--- src/rtl/pin_compare.sv ---
`timescale 1ns/100ps
`default_nettype none

module pin_compare #(
	parameter int WIDTH = 32
) (
	input wire logic [WIDTH-1:0] intended_i, // Value the device means to drive
	input wire logic [WIDTH-1:0] observed_i, // Level seen on the pins
	input wire logic [WIDTH-1:0] active_i,   // Lines actively driven
	output logic mismatch_o                  // Any active line disagrees
);

	logic [WIDTH-1:0] bit_diff;

	// ------------------------------------------------------------------------
	// One comparator per line
	// ------------------------------------------------------------------------
	genvar g;
	generate
		for (g = 0; g < WIDTH; g++) begin : g_line
			assign bit_diff[g] = active_i[g] & (intended_i[g] ^ observed_i[g]);
		end
	endgenerate

	assign mismatch_o = |bit_diff;

endmodule : pin_compare

`default_nettype wire

--- config.mk ---
export PLATFORM = sky130hd
export DESIGN_NAME = pin_compare
export DESIGN_NICKNAME = d
export VERILOG_FILES = /design/src/rtl/pin_compare.sv
export SDC_FILE = /design/constraint.sdc
export NUM_CORES = 1
export LEC_CHECK = 0
export BUFFER_PORTS_ARGS = -buffer_cell sky130_fd_sc_hd__buf_4
export CAP_MARGIN = 10
export CORE_MARGIN = 2
export CORE_UTILIZATION = 22
export DETAILED_ROUTE_END_ITERATION = 7
export PLACE_DENSITY_LB_ADDON = 0.05
export SLEW_MARGIN = 20
export SYNTH_ARGS = -nofsm -noshare
export SYNTH_HDL_FRONTEND = slang
export SYNTH_SLANG_ARGS = --single-unit
--- constraint.sdc ---
create_clock -name vclk -period 1.4
set_clock_uncertainty 0.05 [all_clocks]
set_input_delay 0.28 -clock vclk [all_inputs]
set_output_delay 0.28 -clock vclk [all_outputs]
set_load 0.005 [all_outputs]
==> metrics.txt, run 1 <==
fraction of layout cells with a size suffix above 1 0.647; Sequential Area 0 sq um; placed instance count 177; top layer in use met4; maximum vdd ir drop 159 uV; Total GRT Usage 0.165; count of final setup violators 1; Total Power 0.331 mW; multi-input logic area 433 sq um; CORE AREA 0.00190 sq mm; Synth Net Count 149; ANT cells 0; FILL cells 165; via count 803; CTS hold repair buffers 0; Rel. slew slack 0.872; Final Non-Filler Cells 177; Seq Cell Count 0; Post-CTS Setup Inserts 0; Worst Path Class, Setup primary input to output pin; most common cell after layout, fill and taps aside buf_4; max-cap viol count 0; synth-to-layout area growth 180%; minimum clock period 1.87 ns; RSZ-0062 raised after global routing true; FMAX 535 MHz; Seq/Total Area, Yosys 0; syn avg cell area 8.17 sq um; status finished, violations left; overall routed net length 1960 microns; port bufs 97; largest net degree at the start of global routing 2; WL met1 538 microns; 1st-iter DRT viols 7; Via density 4.54; critical path required time 1.07 ns; DIE AREA 0.00234 sq mm; Yosys cell types 4; Pwr Density 273 mW/mm^2; vias in the first global route 777; WP data arrival 1.54 ns; Mapped Area 433 sq um; WL met3 257 microns; Placement Rows 16; first-pass GRT wire length 3210 microns; Boundary Pins 97; antenna violations before repair 0; Worst-Margin Slew 0.192 ns; gpl congestion 0.657; initial core utilization 0.228; die height 48.4 microns; CP endpoint kind output pin; final hold violation count 0; max-slew violation count 0; HP Class primary input to output pin; Post-DRT Antenna Nets 0; Critical Path Fanout Max 1; Syn Inst Count 53; violated checks negative setup slack; die span in x 48.4 microns; DP HPWL 1820 microns; Lkg Pwr 0.654 nW; most frequent cells in the layout buf_4 (92), xor2_1 (32), a22oi_1 (16); metal2 WL 1130 microns; detailed-router iteration count before antenna repair 4; DRC Markers 0; Final WS setup -0.469 ns; Routed WL per cell 11.1 microns; startpoint types primary input; YS warnings 0; final-layout clock buffer total 0; Final #Nets 248; Tcrit/Tclk final 1.33; gr ovfl total 0
## where the power goes
part | internal, mW | switching (mW) | leakage (nW)
registers | 0 | 0 | 0
logic | 0.236 | 0.0952 | 0.654
clock network | 0 | 0 | 0
## critical path, stage by stage
cell and delay (ns):
buf_6 0.09, xor2_1 0.15, a22oi_1 0.21, nand4_1 0.12, or4_1 0.55, buf_6 0.14
## Yosys cell counts
cell / number / share of area
a22oi_1: 16 / 0.28
nand4_1: 4 / 0.058
or4_1: 1 / 0.017
xor2_1: 32 / 0.65
## layer usage
layer / vias up / global-route usage
li1: 395 / -
met1: 351 / 0.163
met2: 53 / 0.336
met3: 4 / 0.0525
met4: 0 / 0.0238
met5: - / 0
## worst paths after layout
| kind | startpoint | endpoint | depth (start not counted) |
|---|---|---|---|
| worst max-delay path | intended_i[6] | mismatch_o | 6 |
| worst min-delay path | active_i[14] | mismatch_o | 5 |
## per-stage QoR
step / setup WS [ns] / instance area (sq um) / util / setup TNS [ns] / hold slack [ns]
3_5_place_dp: -0.446 / 1190 / 0.628 / -0.446 / 0.917
3_3_place_gp: -0.445 / 1190 / 0.628 / -0.445 / 0.919
6_report: -0.469 / 1210 / 0.638 / -0.469 / 0.918
4_1_cts: -0.436 / 1190 / 0.628 / -0.436 / 0.917
5_1_grt: -0.506 / 1210 / 0.638 / -0.506 / 0.954
2_1_floorplan: -0.129 / 433 / - / -0.129 / 0.710
## area by class of cell
class                           instances  area share
Timing Repair Buffer                   97       0.615
Tap cell                               27      0.0278
Multi-Input combinational cell         53       0.357
## logic make-up (layout without fill, tap and decap cells)
logic type,after synthesis,in the layout,synth area share
xor+xnor,32,32,0.647
compound gates,16,16,0.277
simple gates,5,5,0.0751
buf+inv,0,97,0
## what timing repair did
action	in CTS	in global routing
pin swaps	1	11
resized for setup	0	5
setup endpoints to repair	1	1
No activity file was read; power rests on OpenSTA's default activity.
==> run 2: changes to the inputs <==
Settings changed: CORE_ASPECT_RATIO set to 1.5, MAX_ROUTING_LAYER set to met4.
==> metrics.txt, run 2 (same netlist as run 1, synthesis figures left out) <==
detailed-router iteration count before antenna repair 4 (unchanged); Placement Rows 19 (was 16); cell area after layout 0.00126 sq mm (was 0.00121 sq mm); DP HPWL 1820 microns (about the same); DRC Markers 0 (unchanged); Worst-Margin Slew 0.186 ns (was 0.192 ns); ANT cells 0 (unchanged); gpl congestion 0.644 (was 0.657); die height 58.3 microns (was 48.4 microns); Lkg Pwr 0.669 nW (was 0.654 nW); Setup WS pre-CTS -0.476 ns (was -0.446 ns); WL met1 478 microns (was 538 microns); Critical Path Fanout Max 1 (unchanged); Post-DRT Antenna Nets 0 (unchanged); Total GRT Usage 0.161 (was 0.165); Seq Cell Count 0 (unchanged); Boundary Pins 97 (unchanged); FMAX 548 MHz (was 535 MHz); HP Class primary input to output pin (unchanged); most frequent cells in the layout buf_4 (82), xor2_1 (31), a22oi_1 (15), buf_6 (15), nand4_1 (4) (was buf_4 (92), xor2_1 (32), a22oi_1 (16)); port bufs 97 (unchanged); violated checks negative setup slack (unchanged); status finished, violations left (unchanged); maximum vdd ir drop 144 uV (was 159 uV); gr ovfl total 0 (unchanged); via count 806 (was 803); Rel. slew slack 0.876 (was 0.872); Final Non-Filler Cells 171 (was 177); max-cap viol count 0 (unchanged); CORE AREA 0.00185 sq mm (was 0.00190 sq mm); Pwr Density 273 mW/mm^2 (about the same); minimum clock period 1.82 ns (was 1.87 ns); Layout Utilization 0.679 (was 0.638); final hold violation count 0 (unchanged); metal2 WL 1120 microns (was 1130 microns); Final WS setup -0.424 ns (was -0.469 ns); Final #Nets 248 (unchanged); most common cell after layout, fill and taps aside buf_4 (unchanged); FILL cells 172 (was 165); critical path required time 1.07 ns (about the same); initial core utilization 0.233 (was 0.228); DIE AREA 0.00235 sq mm (was 0.00234 sq mm); CP endpoint kind output pin (unchanged); overall routed net length 1930 microns (was 1960 microns); max-slew violation count 0 (unchanged); Via density 4.71 (was 4.54); startpoint types primary input (unchanged); first-pass GRT wire length 2820 microns (was 3210 microns); CTS hold repair buffers 0 (unchanged); vias in the first global route 822 (was 777); WP data arrival 1.49 ns (was 1.54 ns); Routed WL per cell 11.3 microns (was 11.1 microns); WL met3 330 microns (was 257 microns); antenna violations before repair 0 (unchanged); Tcrit/Tclk final 1.30 (was 1.33); placed inst area 0.00119 sq mm (about the same); top layer in use met3 (was met4); count of final setup violators 1 (unchanged); largest net degree at the start of global routing 2 (unchanged); final-layout clock buffer total 0 (unchanged); RSZ-0062 raised after global routing true (unchanged); die span in x 40.2 microns (was 48.4 microns); synth-to-layout area growth 191% (was 180%); 1st-iter DRT viols 2 (was 7); placed instance count 171 (was 177); fraction of layout cells with a size suffix above 1 0.667 (was 0.647); Sequential Area 0 sq um (unchanged); Worst Path Class, Setup primary input to output pin (unchanged); Post-CTS Setup Inserts 0 (unchanged)
[run 2: layout make-up]
type | instances | area (sq um) | area share
well taps | 21 | 26.3 | 0.0209
repair buffers | 97 | 785 | 0.623
multi-input cells | 53 | 449 | 0.357
[run 2: final timing paths]
path	from	endpoint	slack, ns	depth (start not counted)
hold / removal	active_i[8]	mismatch_o	0.91	5
setup / recovery	observed_i[3]	mismatch_o	-0.42	6
[run 2: layer usage]
| layer | up-vias | global-route usage |
|---|---|---|
| li1 | 394 | - |
| met1 | 349 | 0.147 |
| met2 | 63 | 0.325 |
| met3 | 0 | 0.0264 |
| met4 | 0 | 0.0190 |
| met5 | - | - |
[run 2: where the power goes]
group	internal [mW]	switching, mW	total [mW]	leakage, nW
clock	0	0	0	0
combinational	0.247	0.0972	0.344	0.669
sequential	0	0	0	0
[run 2: repair_timing]
item / in CTS / in global routing
setup endpoints to repair: 1 / 1
pin swaps: 19 / 10
resized for setup: 11 / 7
[run 2: metrics by stage]
| step | hold slack (ns) | total power, mW | TNS [ns] |
|---|---|---|---|
| floorplan | 0.710 | 0.0967 | -0.129 |
| global placement | 0.907 | 0.322 | -0.457 |
| detailed placement | 0.933 | 0.330 | -0.476 |
| CTS | 0.934 | 0.340 | -0.437 |
| global route | 0.947 | 0.377 | -0.482 |
| finish | 0.914 | 0.344 | -0.424 |
[run 2: critical path, cell delays in order]
cell     delay, ns
buf_4         0.11
xor2_1        0.15
a22oi_1       0.18
nand4_1       0.12
or4_4         0.52
buf_6         0.13
==> run 3: changes to the inputs <==
Settings changed: CELL_PAD_IN_SITES_DETAIL_PLACEMENT set to 0, CELL_PAD_IN_SITES_GLOBAL_PLACEMENT set to 1, CORE_UTILIZATION 22 to 12.
==> metrics.txt, run 3 (same netlist as run 1, synthesis figures left out) <==
Lkg Pwr 0.660 nW (was 0.669 nW); most common cell after layout, fill and taps aside buf_4 (unchanged); Worst Hold Slack 0.928 ns (was 0.914 ns); max-cap viol count 0 (unchanged); overall routed net length 2150 microns (was 1930 microns); Final Non-Filler Cells 192 (was 171); Layout Utilization 0.368 (was 0.679); final hold violation count 0 (unchanged); Clk network pwr share 0 (about the same); Int Pwr 0.240 mW (was 0.247 mW); minimum clock period 1.86 ns (was 1.82 ns); maximum vdd ir drop 107 uV (was 144 uV); largest net degree at the start of global routing 2 (unchanged); die span in x 53.0 microns (was 40.2 microns); Critical Path Fanout Max 1 (unchanged); Rel. slew slack 0.860 (was 0.876); Via density 4.14 (was 4.71); WL met1 537 microns (was 478 microns); placed instance count 192 (was 171); Final WS setup -0.456 ns (was -0.424 ns); cell area after layout 0.00126 sq mm (about the same); WP data arrival 1.53 ns (was 1.49 ns); critical path required time 1.07 ns (about the same); violated checks negative setup slack (unchanged); Worst-Margin Slew 0.211 ns (was 0.186 ns); first-pass GRT wire length 2940 microns (was 2820 microns); port bufs 97 (unchanged); Post-DRT Antenna Nets 0 (unchanged); metal2 WL 1350 microns (was 1120 microns); Critical Path Sink mismatch_o (unchanged); status finished, violations left (unchanged); gpl congestion 0.709 (was 0.644); die height 77.6 microns (was 58.3 microns); Setup WS pre-CTS -0.507 ns (was -0.476 ns); final setup TNS -0.456 ns (was -0.424 ns); CP endpoint kind output pin (unchanged); ANT cells 0 (unchanged); Placement Rows 26 (was 19); Pwr Density 270 mW/mm^2 (was 273 mW/mm^2); Sw Ratio 0.294 (was 0.282); most frequent cells in the layout buf_4 (90), xor2_1 (31), a22oi_1 (15) (was buf_4 (82), xor2_1 (31), a22oi_1 (15), buf_6 (15), nand4_1 (4)); HP Class primary input to output pin (unchanged); FILL cells 376 (was 172); RSZ-0062 raised after global routing true (unchanged); hold depth 5 (unchanged); Sequential Area 0 sq um (unchanged); Switching Power 0.0997 mW (was 0.0972 mW); Final #Nets 248 (unchanged); Routed WL per cell 11.2 microns (was 11.3 microns); count of final setup violators 1 (unchanged); initial core utilization 0.127 (was 0.233); final-layout clock buffer total 0 (unchanged); placed inst area 0.00121 sq mm (was 0.00119 sq mm); FMAX 539 MHz (was 548 MHz); vias in the first global route 780 (was 822); DP HPWL 2050 microns (was 1820 microns); CTS hold repair buffers 0 (unchanged); WL met3 256 microns (was 330 microns); fraction of layout cells with a size suffix above 1 0.667 (unchanged); top layer in use met3 (unchanged); multi-input logic area 449 sq um (unchanged); Total Power 0.340 mW (was 0.344 mW); combinational power share 1.000 (about the same); via count 794 (was 806); 1st-iter DRT viols 7 (was 2); antenna violations before repair 0 (unchanged); DIE AREA 0.00411 sq mm (was 0.00235 sq mm); DRC Markers 0 (unchanged); startpoint types primary input (unchanged); synth-to-layout area growth 190% (was 191%); Worst Path Class, Setup primary input to output pin (unchanged); gr ovfl total 0 (unchanged); Seq Cell Count 0 (unchanged); Boundary Pins 97 (unchanged); Sequential Power Share 0 (about the same); CP startpoint observed_i[11] (was observed_i[3]); Total GRT Usage 0.0935 (was 0.161); CORE AREA 0.00342 sq mm (was 0.00185 sq mm); detailed-router iteration count before antenna repair 5 (was 4); Tcrit/Tclk final 1.33 (was 1.30); max-slew violation count 0 (unchanged)
-- run 3: cell counts in the layout (fill, tap and decap cells not counted) --
No cell type changed its count.
-- run 3: power by group through the flow --
stage                     Sequential (mW)  Clock, mW  Combinational, mW
final                                   0          0              0.340
after global routing                    0          0              0.369
after CTS                               0          0              0.343
after detailed placement                0          0              0.334
after global placement                  0          0              0.327
after floorplan                         0          0             0.0967
-- run 3: critical path, stage by stage --
cell,delay (ns)
buf_6,0.09
xor2_1,0.14
a22oi_1,0.20
nand4_1,0.15
or4_4,0.54
buf_6,0.13
-- run 3: final cells by class --
| cell class | count | share of cell area |
|---|---|---|
| well taps | 42 | 0.0418 |
| repair buffers | 97 | 0.601 |
| multi-input cells | 53 | 0.358 |
-- run 3: worst min path at each step --
stage	slack, ns	from	end
6_report	0.93	active_i[22]	mismatch_o
5_1_grt	0.97	active_i[4]	mismatch_o
3_3_place_gp	0.91	active_i[25]	mismatch_o
2_1_floorplan	0.71	active_i[4]	mismatch_o
3_5_place_dp	0.93	active_i[19]	mismatch_o
4_1_cts	0.93	active_i[19]	mismatch_o
-- run 3: repair_timing --
action                                  in CTS  in global routing
pin swaps                                   10                 10
gates resized for setup                      5                  5
buffers inserted                             0                  0
endpoints found under the setup margin       1                  1
-- run 3: routing by layer --
| metal | up-vias | track usage |
|---|---|---|
| li1 | 394 | - |
| met4 | 0 | 0 |
| met1 | 343 | 0.0713 |
| met5 | - | - |
| met2 | 57 | 0.218 |
| met3 | 0 | 0.00962 |
